File: config.mk
export PLATFORM = sky130hd
export DESIGN_NAME = dac_control
export DESIGN_NICKNAME = d
export VERILOG_FILES = /design/src/dac_pkg.sv /design/src/dac_channel.sv /design/src/dac_control.sv /design/src/dac_mode_reg.sv
export VERILOG_INCLUDE_DIRS = /design/src
export SDC_FILE = /design/constraint.sdc
export NUM_CORES = 1
export LEC_CHECK = 0
export BUFFER_PORTS_ARGS = -buffer_cell sky130_fd_sc_hd__buf_2
export CORE_ASPECT_RATIO = 1.4
export CORE_MARGIN = 2
export CORE_UTILIZATION = 45
export CTS_BUF_LIST = sky130_fd_sc_hd__clkbuf_8
export CTS_CLUSTER_DIAMETER = 60
export CTS_CLUSTER_SIZE = 28
export DETAILED_ROUTE_END_ITERATION = 12
export GPL_TIMING_DRIVEN = 0
export MAX_ROUTING_LAYER = met4
export PLACE_DENSITY = 0.72
export SYNTH_ARGS = -nofsm -noshare
export SYNTH_HDL_FRONTEND = slang
export SYNTH_SLANG_ARGS = --single-unit
export TNS_END_PERCENT = 30
File: constraint.sdc
create_clock -name clk_i -period 4 [get_ports clk_i]
set_input_delay 0.6 -clock clk_i [delete_from_list [all_inputs] [get_ports clk_i]]
set_output_delay 0.6 -clock clk_i [all_outputs]
set_load 0.03 [all_outputs]
File: src/dac_cfg.svh
`ifndef DAC_CFG_SVH
`define DAC_CFG_SVH

// ----------------------------------------------------------------
// Widths
// ----------------------------------------------------------------
`define DAC_ADDR_W 32
`define DAC_CODE_W 8
`define DAC_BIT_IDX_W 3
`define DAC_CHANNELS 2

// ----------------------------------------------------------------
// Register offsets
// ----------------------------------------------------------------
`define DAC_VALUE_CH0_OFS 32'hfffff280
`define DAC_VALUE_CH1_OFS 32'h0ffff281
`define DAC_MODE_CTRL_OFS 32'hfffff282

// ----------------------------------------------------------------
// Reset values
// ----------------------------------------------------------------
`define DAC_MODE_RESET 8'h00
`define DAC_VALUE_RESET 8'h00
`define DAC_RDATA_RESET 8'h00

// ----------------------------------------------------------------
// Mode register fields
// ----------------------------------------------------------------
`define DAC_REALTIME_SELECT_CH0_BIT 0
`define DAC_REALTIME_SELECT_CH1_BIT 1
`define DAC_CONV_ENABLE_CH0_BIT 4
`define DAC_CONV_ENABLE_CH1_BIT 5
`define DAC_MODE_WRITABLE_MASK 8'h33

`endif

File: src/dac_pkg.sv
`default_nettype none
`include "dac_cfg.svh"

package dac_pkg;

  // Register bus request carried as one bundle
  typedef struct packed {
    logic [`DAC_ADDR_W-1:0] addr;
    logic [`DAC_CODE_W-1:0] wdata;
    logic wr;
    logic rd;
    logic bit_en;
    logic [`DAC_BIT_IDX_W-1:0] bit_idx;
  } bus_req_s;

  typedef struct packed {
    logic [`DAC_CODE_W-1:0] value;
    logic [`DAC_CODE_W-1:0] code;
    logic valid;
    logic en_q;
  } chan_state_s;

  typedef struct packed {
    logic [`DAC_CODE_W-1:0] mode;
  } mode_state_s;

  typedef struct packed {
    logic [`DAC_CODE_W-1:0] rdata;
  } top_state_s;

endpackage : dac_pkg
`default_nettype wire

File: src/dac_channel.sv
`timescale 1ns/10ps
`default_nettype none
`include "dac_cfg.svh"

module dac_channel (
  input wire logic clk_i,
  input wire logic reset_n_i,
  input wire logic enable_i,
  input wire logic realtime_i,
  input wire logic wr_i,
  input wire logic [`DAC_CODE_W-1:0] wdata_i,
  input wire logic trigger_i,
  input wire logic stop_i,
  output logic [`DAC_CODE_W-1:0] value_o,
  output logic [`DAC_CODE_W-1:0] code_o,
  output logic valid_o,
  output logic oe_o,
  output logic conv_o
);
  import dac_pkg::*;

  chan_state_s st_reg;
  chan_state_s st_next;
  logic [`DAC_CODE_W-1:0] src;

  // A conversion needs an enabled, running converter and a mode-specific trigger
  always_comb begin
    conv_o = 1'b0;
    if (enable_i && !stop_i) begin
      if (realtime_i) begin
        conv_o = trigger_i;
      end else begin
        conv_o = wr_i || !st_reg.en_q;
      end
    end
    // Normal mode converts the word being written, not the stale one
    src = (!realtime_i && wr_i) ? wdata_i : st_reg.value;
  end

  always_comb begin
    st_next = st_reg;
    // Enable edges seen during stop are held back until it ends
    st_next.en_q = stop_i ? st_reg.en_q : enable_i;
    if (wr_i) begin
      st_next.value = wdata_i;
    end
    if (!enable_i) begin
      st_next.valid = 1'b0;
    end
    if (conv_o) begin
      st_next.code = src;
      st_next.valid = 1'b1;
    end
  end

  always_ff @(posedge clk_i or negedge reset_n_i) begin
    if (!reset_n_i) begin
      st_reg <= '{value: `DAC_VALUE_RESET, code: `DAC_VALUE_RESET, valid: 1'b0, en_q: 1'b0};
    end else begin
      st_reg <= st_next;
    end
  end

  assign value_o = st_reg.value;
  assign code_o = st_reg.code;
  assign valid_o = st_reg.valid;
  // Pin is released while disabled or in stop; the ladder then floats
  assign oe_o = enable_i && !stop_i;

endmodule : dac_channel
`default_nettype wire

File: src/dac_control.sv
//
// Notes on behaviour
// - Each channel holds an 8-bit code; output level is reference times code over 256.
// - Mode register resets to zero; byte or single-bit reads and writes.
// - Mode bit 4 enables channel 0, bit 5 channel 1; bits 7,6,3,2 read zero.
// - Mode bit 0/1 pick channel 0/1 mode: 0 normal, 1 real-time.
// - Both value registers reset to zero; whole-byte access only.
// - Real-time: channel 0 fires on timer 2 compare, channel 1 on timer 3.
// - Normal mode: each value write converts the newly written code.
// - Normal mode: setting the enable bit converts the code already held.
// - Each channel holds its last conversion until its next one.
// - Real-time: each timer trigger moves the value register to the output.
// - Real-time: output undefined from enabling until the first trigger.
// - Deepest stop: converter halts and both outputs go high impedance.
// - Idle and subclock modes: converter keeps running.
//
`timescale 1ns/10ps
`default_nettype none
`include "dac_cfg.svh"

module dac_control (
  input wire logic clk_i,
  input wire logic reset_n_i,
  input wire dac_pkg::bus_req_s bus_i,
  output logic [`DAC_CODE_W-1:0] rdata_o,
  input wire logic timer2_compare_event_i,
  input wire logic timer3_compare_event_i,
  input wire logic stop_mode_i,
  input wire logic idle_mode_i,
  output logic [`DAC_CODE_W-1:0] analog_out_ch0_o,
  output logic [`DAC_CODE_W-1:0] analog_out_ch1_o,
  output logic analog_out_ch0_oe_o,
  output logic analog_out_ch1_oe_o,
  output logic analog_out_ch0_valid_o,
  output logic analog_out_ch1_valid_o
);
  import dac_pkg::*;

  // ----------------------------------------------------------------
  // Address decode
  // ----------------------------------------------------------------
  logic sel_mode;
  logic sel_ch0;
  logic sel_ch1;
  logic mode_wr;
  logic [`DAC_CODE_W-1:0] dac_mode_control;

  assign sel_mode = (bus_i.addr == `DAC_MODE_CTRL_OFS);
  assign sel_ch0 = (bus_i.addr == `DAC_VALUE_CH0_OFS);
  assign sel_ch1 = (bus_i.addr == `DAC_VALUE_CH1_OFS);
  assign mode_wr = bus_i.wr && sel_mode;

  // ----------------------------------------------------------------
  // Mode register
  // ----------------------------------------------------------------
  dac_mode_reg u_mode (
    .clk_i(clk_i),
    .reset_n_i(reset_n_i),
    .wr_i(mode_wr),
    .bit_en_i(bus_i.bit_en),
    .bit_idx_i(bus_i.bit_idx),
    .wdata_i(bus_i.wdata),
    .mode_o(dac_mode_control)
  );

  // ----------------------------------------------------------------
  // Channels
  // ----------------------------------------------------------------
  logic [`DAC_CHANNELS-1:0] conv_enable_chan;
  logic [`DAC_CHANNELS-1:0] realtime_select_chan;
  logic [`DAC_CHANNELS-1:0] trig;
  logic [`DAC_CHANNELS-1:0] val_wr;
  logic [`DAC_CHANNELS-1:0] conv;
  logic [`DAC_CHANNELS-1:0] valid;
  logic [`DAC_CHANNELS-1:0] oe;
  logic [`DAC_CODE_W-1:0] dac_value_chan [`DAC_CHANNELS];
  logic [`DAC_CODE_W-1:0] code [`DAC_CHANNELS];

  assign conv_enable_chan[0] = dac_mode_control[`DAC_CONV_ENABLE_CH0_BIT];
  assign conv_enable_chan[1] = dac_mode_control[`DAC_CONV_ENABLE_CH1_BIT];
  assign realtime_select_chan[0] = dac_mode_control[`DAC_REALTIME_SELECT_CH0_BIT];
  assign realtime_select_chan[1] = dac_mode_control[`DAC_REALTIME_SELECT_CH1_BIT];
  assign trig[0] = timer2_compare_event_i;
  assign trig[1] = timer3_compare_event_i;
  // Bit-wide writes to value registers are ignored
  assign val_wr[0] = bus_i.wr && !bus_i.bit_en && sel_ch0;
  assign val_wr[1] = bus_i.wr && !bus_i.bit_en && sel_ch1;

  // Each channel sees only its own enable, mode, write and trigger
  genvar g;
  generate
    for (g = 0; g < `DAC_CHANNELS; g++) begin : g_chan
      dac_channel u_chan (
        .clk_i(clk_i),
        .reset_n_i(reset_n_i),
        .enable_i(conv_enable_chan[g]),
        .realtime_i(realtime_select_chan[g]),
        .wr_i(val_wr[g]),
        .wdata_i(bus_i.wdata),
        .trigger_i(trig[g]),
        .stop_i(stop_mode_i),
        .value_o(dac_value_chan[g]),
        .code_o(code[g]),
        .valid_o(valid[g]),
        .oe_o(oe[g]),
        .conv_o(conv[g])
      );
    end
  endgenerate

  // The ladder turns each held code into reference * code / 256
  assign analog_out_ch0_o = code[0];
  assign analog_out_ch1_o = code[1];
  assign analog_out_ch0_oe_o = oe[0];
  assign analog_out_ch1_oe_o = oe[1];
  assign analog_out_ch0_valid_o = valid[0];
  assign analog_out_ch1_valid_o = valid[1];

  // ----------------------------------------------------------------
  // Read data, one cycle after the strobe
  // ----------------------------------------------------------------
  top_state_s st_reg;
  top_state_s st_next;

  always_comb begin
    st_next = st_reg;
    if (bus_i.rd) begin
      // A single-bit read returns the whole byte; unmapped reads give zero
      if (sel_mode) begin
        st_next.rdata = dac_mode_control;
      end else if (sel_ch0) begin
        st_next.rdata = dac_value_chan[0];
      end else if (sel_ch1) begin
        st_next.rdata = dac_value_chan[1];
      end else begin
        st_next.rdata = `DAC_RDATA_RESET;
      end
    end else begin
      st_next.rdata = `DAC_RDATA_RESET;
    end
  end

  always_ff @(posedge clk_i or negedge reset_n_i) begin
    if (!reset_n_i) begin
      st_reg <= '{rdata: `DAC_RDATA_RESET};
    end else begin
      st_reg <= st_next;
    end
  end

  assign rdata_o = st_reg.rdata;
endmodule : dac_control
`default_nettype wire

File: src/dac_mode_reg.sv
`timescale 1ns/10ps
`default_nettype none
`include "dac_cfg.svh"

module dac_mode_reg (
  input wire logic clk_i,
  input wire logic reset_n_i,
  input wire logic wr_i,
  input wire logic bit_en_i,
  input wire logic [`DAC_BIT_IDX_W-1:0] bit_idx_i,
  input wire logic [`DAC_CODE_W-1:0] wdata_i,
  output logic [`DAC_CODE_W-1:0] mode_o
);
  import dac_pkg::*;

  mode_state_s st_reg;
  mode_state_s st_next;

  always_comb begin
    st_next = st_reg;
    if (wr_i) begin
      if (bit_en_i) begin
        // Single-bit access uses data bit 0 as the new value
        st_next.mode[bit_idx_i] = wdata_i[0];
      end else begin
        st_next.mode = wdata_i;
      end
      // Reserved positions never hold a one
      st_next.mode = st_next.mode & `DAC_MODE_WRITABLE_MASK;
    end
  end

  always_ff @(posedge clk_i or negedge reset_n_i) begin
    if (!reset_n_i) begin
      st_reg <= '{mode: `DAC_MODE_RESET};
    end else begin
      st_reg <= st_next;
    end
  end

  assign mode_o = st_reg.mode;

endmodule : dac_mode_reg
`default_nettype wire

Word level (Yosys, flattened, before mapping)
Index checks and enable logic that the tools add are counted.
{"block": "word_totals", "register_bits": 48, "mem_count": 0, "in_bits": 52, "romBits": 0, "out_inout_bits": 28, "latch_bits": 0, "ram_bits": 0}
{"block": "classes", "muxes": 18, "div_mod_pow": 0, "n_lt_le_gt_ge": 2, "eq_ne": 5, "bitwise": 0, "addsub": 0, "n_reduce_logical": 17, "shift": 0, "mul": 0}
{"operator": "$eq 32x32->1 const B", "n": 2}
{"operator": "$mux 8", "n": 6}
{"operator": "$eq 32x28->1 const B", "n": 1}
{"operator": "$logic_and 1x1->1", "n": 9}
{"operator": "$mux 1", "n": 9}
{"operator": "$bwmux 8", "n": 1}
{"operator": "$logic_not 1->1", "n": 6}
{"operator": "$mux 6", "n": 1}
{"operator": "$lt 3x4->1 const B", "n": 1}
{"operator": "$ne 2x1->1 const B", "n": 2}
{"operator": "$demux 1 s3", "n": 1}
{"operator": "$ge 3x1->1 const B", "n": 1}
{"operator": "$logic_or 1x1->1", "n": 2}

Longest topological paths before layout
Gate-level depths: netlist of run 1.
{"block": "logic_depth", "ltp_word": 7, "depth_mapped": 6, "ltp_nobuf": 5}

Cells and area by module
A second synthesis of run 1 with hierarchy kept.
{"block": "unflattened", "cells_unflattened": 234, "area_unflattened_um2": 2665.1}
{"module": "dac_channel", "cells_each": 69, "area_per_inst_um2": 925.9, "seq_area_each_um2": 450.4, "n_inst": 2}
{"module": "dac_control", "cells_each": 67, "area_per_inst_um2": 540.5, "seq_area_each_um2": 200.2, "n_inst": 1}
{"module": "dac_mode_reg", "cells_each": 29, "area_per_inst_um2": 272.8, "seq_area_each_um2": 100.1, "n_inst": 1}

Worst setup path before layout of run 1
No wires, ideal clock.
{"block": "synth_path", "path_kind": "input-to-reg", "start": "input bus_i[25] (netlist name)", "end": "register g_chan[1].u_chan.st_reg, in the netlist g_chan[1].u_chan.code_o[0]", "path_slack_ps": 1337, "arrival_ps": 2538, "path_stages": 6, "path_cell_list": "nand4bb_1 or4_1 or3_1 buf_6 a221oi_4 mux2_2"}
{"block": "synth_between", "elab_chain_len": 5}
{"item": "start, declared", "line_no": "dac_control.sv:24", "text": "input wire dac_pkg::bus_req_s bus_i,"}
{"item": "$eq 32x28->1 (no source line) (*)"}
{"item": "$logic_and 1x1->1 (*)", "line_no": "dac_control.sv:87", "text": "assign val_wr[1] = bus_i.wr && !bus_i.bit_en && sel_ch1;"}
{"item": "$logic_or 1x1->1", "line_no": "dac_channel.sv:33", "text": "conv_o = wr_i || !st_reg.en_q;"}
{"item": "$mux 1", "line_no": "dac_channel.sv:30", "text": "if (realtime_i) begin"}
{"item": "$mux 1", "line_no": "dac_channel.sv:29", "text": "if (enable_i && !stop_i) begin"}
{"item": "end signal, assigned", "line_no": "dac_channel.sv:58", "text": "st_reg <= '{value: `DAC_VALUE_RESET, code: `DAC_VALUE_RESET, valid: 1'b0, en_q: 1'b0};"}
{"item": "end signal, assigned", "line_no": "dac_channel.sv:60", "text": "st_reg <= st_next;"}
{"item": "end, declared", "line_no": "dac_channel.sv:22", "text": "chan_state_s st_reg;"}
Every way passes the cells marked *; elsewhere a longest branch is shown, timed or not.
A chain may end at the register's enable or synchronous reset.

Worst setup path after layout of run 1
{"block": "layout_path", "start": "input bus_i[25] (netlist name)", "end": "register g_chan[1].u_chan.st_reg, in the netlist g_chan[1].u_chan.code_o[2]"}
Same word-level chain as after synthesis.

==> flow_summary_export.csv, run 1 <==
group,metric,value,unit
clock_network,cts_tree,"done",
pwr,p_per_area,277.0,nW/um^2
layout,syn_to_final_growth,23.07,%
timing,period_minus_slack,2.633,ns
worst_setup_path,regToRegStartpoint,"u_mode.mode_o[0]",
grt,grt_remaining_overflow,0,
synth,yosys_register_bits,48,
synth,syn-cell-area,2484,sq um
grt,antenna_found_initial,0,
route,wl_per_cell,15.03,microns
synth,ys.flop_type,"dfrtp_1",
place,dp_hpwl,4159,microns
timing,min_period_over_period,65.83,%
synth,synth_edf_count,0,
clock_network,cts_buffers,5,
route,vias_per_cell,5.318,
timing,setup_tns,0,ns
place,place_inst,350,
layout,antennaDiodeCount,0,
synth,synth_area_leaders,"dfrtp_1, mux2_2, buf_4, a22oi_1, nor2_1",
clock_network,cts_hold_buf,0,
floorplanning,core,5405,sq um
route,first_iter_violations,106,
clock_network,post_cts_buffers,0,
timing,relSlewSlack,30.15,%
timing,final_hold_viol_count,0,
pwr,total_power,846.8,uW
grt,grt_pass1_wl,8694,microns
clock_network,clockBufferDepth,2,
timing,rsz0062_at_grt,"no",
route,wl,5380,microns
floorplanning,ios,80,
synth,synth_most_common_cell,"mux2_2",
hold_path,min-delay-path-class,"in -> async",
synth,synth.avg_cell_area,12.17,sq um
clock_network,cts-root-buf,"clkbuf_8",
synth,synth_cells,204,
layout,layout.cells.non_filler,358,
synth,synthDistinctLibCells,36,
layout,drive_above_1_share,54.83,%
floorplanning,die_area,6138,sq um
synth,yosys.area.top_type,"dfrtp_1",
worst_setup_path,worstSetupPathType,"in -> reg",
worst_setup_path,end_kind,"register",
clock_network,cts_sinks,48,
worst_setup_path,crit_path_start_kind,"input pin",
clock_network,post_cts_resized,0,
place,gp_congestion,0.9408,
synth,async_flop_share,100.0,%
grt,grt_pass1_vias,1953,
place,port_buffers,78,
place,placed_area,2959,sq um
layout,postLayoutCoreUtil,56.55,%
grt,use_met1,21.97,%
timing,finalMaxSlewViolations,0,
timing,fmax,379.8,MHz
route,route.detailed.drc,0,
floorplanning,start_util,45.95,%
pwr,vdd_ir_drop_max,0.2236,mV
timing,setup_viol,0,
job,max_cap_violations,0,
route,vias,1904,
timing,hold_ws,0.4766,ns
route,first_pass_iters,4,
layout,final_cell_area,3057,sq um
worst_setup_path,startpoint,"bus_i[25]",
floorplanning,die_x,66.79,microns
clock_network,htree_levels,2,
clock_network,clk_latency,0.30,ns
timing,finalClockSkew,0.01009,ns
pwr,p_leak,1.613,nW
worst_setup_path,arrival,2.83,ns
grt,top_usage_layer,"met2",
status,status,"finished, final reports clean",
grt,grtUsageTotal,19.15,%
synth,synth_top_area_share,48.36,%
worst_setup_path,worst-path-max-fanout,10,
grt,gr-usage-met3,3.558,%
floorplanning,die_h,91.90,microns
timing,setup_slack,1.367,ns
grt,grtUsageMet2,32.67,%
synth,yosysSeqAreaShare,48.36,%
worst_setup_path,worstRegToRegCells,4,
worst_setup_path,reg2reg_to,"g_chan[0].u_chan.code_o[0]",
worst_setup_path,rrSetupSlack,1.92,ns
place,place_worst_setup_slack,1.033,ns
floorplanning,rows,32,
worst_setup_path,crit_required,4.19,ns
grt,grt_max_degree,49,
synth,syn_nets,256,
route,drtAntennaViolNets,0,
timing,tightest_slew,1.048,ns
synth,synth_common_cells,"mux2_2, dfrtp_1, buf_4",
clock_network,clkTransAtPathRegs,0.09,ns
synth,yosysWarningCount,0,
layout,nets,341,
-- cell type report --
type	instances	area, sq um
fillers	491	2349
flip-flops and latches	48	1201
clock buffers	6	82.58
well taps	68	85.08
inverters	4	15.01
clock inverters	2	15.01
repair buffers	78	390.4
plain buffers	18	136.4
multi-input cells	134	1131
-- critical path: stages --
cell	delay (ns)
buf_2	0.09
nand4bb_1	0.16
or4_1	0.49
buf_2	0.21
nor4_4	0.59
mux2_2	0.42
mux2_2	0.26
-- how the worst max path moves through the flow --
stage | slack, ns | end
6_report | 1.37 | g_chan[1].u_chan.code_o[2]
2_1_floorplan | 1.34 | g_chan[1].u_chan.code_o[0]
3_3_place_gp | 1.05 | g_chan[1].u_chan.code_o[2]
5_1_grt | 1.21 | g_chan[1].u_chan.code_o[0]
3_5_place_dp | 1.03 | g_chan[0].u_chan.code_o[0]
4_1_cts | 1.33 | g_chan[0].u_chan.code_o[0]
-- cell usage in the layout (no fill, tap or decap), drive strengths merged, types with 2 or more instances in the layout --
master	synthesis	layout
a21o	3	3
inv	4	4
a32oi	2	2
mux2	49	49
a22oi	7	7
nor2	12	12
buf	18	96
nand2	8	8
nor4b	3	3
nand3	2	2
nor2b	3	3
a221oi	5	5
dfrtp	48	48
clkinvlp	0	2
o21ai	8	8
clkbuf	0	6
or3	4	4
nor4	4	4
nand4	5	5
nor3	5	5
nand2b	3	3
-- metal layers --
layer,up-vias,wire length (microns),part of all wire (%)
met4,0,57,1.1
li1,914,-,-
met3,6,375,7.0
met5,-,0,0
met1,907,2172,40
met2,77,2776,52
-- kinds of logic (layout without fill, tap and decap cells) --
logic type	count (synthesis)	in the layout	synth area share [%]
simple gates	56	56	14.16
mux	49	49	22.22
flops	48	48	48.36
compound gates	29	29	9.169
buf+inv	22	108	6.096
-- power breakdown --
part / switching, mW / internal, mW / total [mW] / leakage (nW)
combinational: 0.0352 / 0.0250 / 0.0602 / 0.898
clock: 0.160 / 0.140 / 0.300 / 0.0434
sequential: 0.00137 / 0.486 / 0.487 / 0.671
total: 0.196 / 0.651 / 0.847 / 1.61
Note: power is estimated with default switching activity, not from simulation.
==> run 2: changes to the inputs <==
- PLACE_DENSITY: 0.72 -> 0.75
- clock period: 4 -> 2.4 ns (I/O delays scaled with it)
==> flow_summary_export.csv, run 2 (synthesized netlist as in run 1, its figures left out) <==
group,metric,value,unit
status,status,"finished, final reports clean",
timing,setup_viol,0,
timing,final_hold_viol_count,0,
place,place_worst_setup_slack,-0.3371,ns
worst_setup_path,reg2reg_to,"g_chan[0].u_chan.code_o[3]",
pwr,p_sw,319.8,uW
floorplanning,die_x,66.79,microns
route,wl_per_cell,14.93,microns
grt,grt_max_degree,49,
grt,grt_remaining_overflow,0,
pwr,internal-power,1.109,mW
worst_setup_path,worstSetupPathType,"in -> reg",
floorplanning,start_util,45.95,%
worst_setup_path,worstRegToRegCells,4,
timing,finalMaxSlewViolations,0,
route,drtAntennaViolNets,0,
route,vias_per_cell,5.440,
route,first_pass_iters,4,
worst_setup_path,arrival,2.48,ns
worst_setup_path,crit_required,2.59,ns
floorplanning,die_area,6138,sq um
worst_setup_path,crit_path_start_kind,"input pin",
grt,grt_pass1_vias,1929,
grt,grtUsageTotal,18.54,%
place,place_inst,350,
grt,antenna_found_initial,0,
layout,final_common_cell,"buf_2",
timing,rsz0062_at_grt,"no",
layout,layout.cells.non_filler,359,
timing,finalClockSkew,0.002228,ns
grt,grt_pass1_wl,8473,microns
hold_path,min-delay-path-class,"in -> async",
timing,relSlewSlack,30.40,%
clock_network,cts_buffers,5,
timing,setup_slack,0.1093,ns
timing,hold_ws,0.2445,ns
worst_setup_path,worst-path-max-fanout,9,
pwr,seq_power_share,56.8,%
timing,min_period_over_period,95.45,%
place,port_buffers,78,
place,gp_congestion,0.9027,
job,max_cap_violations,0,
layout,final_cell_area,3107,sq um
layout,drive_above_1_share,55.67,%
pwr,clkPwrFrac,36.0,%
layout,postLayoutCoreUtil,57.48,%
clock_network,clk_latency,0.30,ns
worst_setup_path,rrSetupSlack,0.41,ns
clock_network,clockBufferDepth,2,
clock_network,htree_levels,2,
timing,fmax,436.5,MHz
timing,period_minus_slack,2.291,ns
clock_network,cts_tree,"done",
clock_network,clkTransAtPathRegs,0.08,ns
pwr,vdd_ir_drop_max,0.3352,mV
pwr,p_leak,1.658,nW
timing,tightest_slew,1.044,ns
clock_network,cts_hold_buf,0,
layout,nets,343,
floorplanning,ios,80,
clock_network,cts_sinks,48,
place,dp_hpwl,4099,microns
route,wl,5359,microns
pwr,switching_share,22.39,%
layout,layout_common_cells,"buf_2, mux2_2, dfrtp_1",
floorplanning,die_h,91.90,microns
pwr,p_per_area,459.8,nW/um^2
place,placed_area,2959,sq um
route,route.detailed.drc,0,
route,first_iter_violations,110,
clock_network,cts-root-buf,"clkbuf_8",
route,vias,1953,
layout,antennaDiodeCount,0,
pwr,p_comb_share,7.1,%
layout,syn_to_final_growth,25.09,%
floorplanning,rows,32,
worst_setup_path,regToRegStartpoint,"u_mode.mode_o[0]",
floorplanning,core,5405,sq um
worst_setup_path,end_kind,"register",
## run 2: per-stage QoR
step                power [mW]  setup TNS (ns)
finish                   1.429               0
global route             1.488               0
CTS                      1.441       -0.004531
detailed placement      0.9283          -5.956
global placement        0.9255          -5.272
floorplan               0.8513        -0.05944
## run 2: repair_timing
item / in CTS / in global routing
resized for setup: 2 / 2
gates cloned: 0 / 0
buffers inserted: 1 / 1
endpoints found under the setup margin: 15 / 10
pin swaps: 2 / 1
## run 2: power by group through the flow
| stage | combinational (mW) | clock (mW) | sequential, mW |
|---|---|---|---|
| 6_report | 0.102 | 0.515 | 0.812 |
| 5_1_grt | 0.114 | 0.562 | 0.812 |
| 4_1_cts | 0.102 | 0.527 | 0.812 |
| 3_5_place_dp | 0.100 | 0 | 0.828 |
| 3_3_place_gp | 0.0977 | 0 | 0.828 |
| 2_1_floorplan | 0.0237 | 0 | 0.828 |
## run 2: area by class of cell
| class | instances | area, sq um |
|---|---|---|
| Multi-Input combinational cell | 134 | 1155 |
| Fill cell | 486 | 2298 |
| Buffer | 18 | 136.4 |
| Tap cell | 68 | 85.08 |
| Clock buffer | 7 | 96.34 |
| Inverter | 4 | 15.01 |
| Sequential cell | 48 | 1201 |
| Timing Repair Buffer | 80 | 417.9 |
## run 2: how the worst max path moves through the flow
stage / startpoint / end / cells past startpoint
finish: bus_i[15] / g_chan[1].u_chan.code_o[1] / 8
global route: bus_i[25] / g_chan[1].u_chan.code_o[3] / 8
CTS: bus_i[25] / g_chan[1].u_chan.code_o[1] / 7
detailed placement: bus_i[25] / g_chan[1].u_chan.code_o[1] / 7
global placement: bus_i[25] / g_chan[1].u_chan.code_o[1] / 7
floorplan: bus_i[25] / g_chan[1].u_chan.code_o[0] / 6
## run 2: worst max-delay path: stages
cell,delay (ns)
buf_2,0.15
nor4b_2,0.39
nand4_1,0.23
or3_1,0.41
buf_6,0.16
a221oi_4,0.28
buf_12,0.16
mux2_2,0.33
## run 2: metal layers
layer,global-route usage (%),part of all wire [%]
met1,21.19,40
met2,31.33,50
met3,3.926,8.2
met4,7.143,1.8
met5,-,0
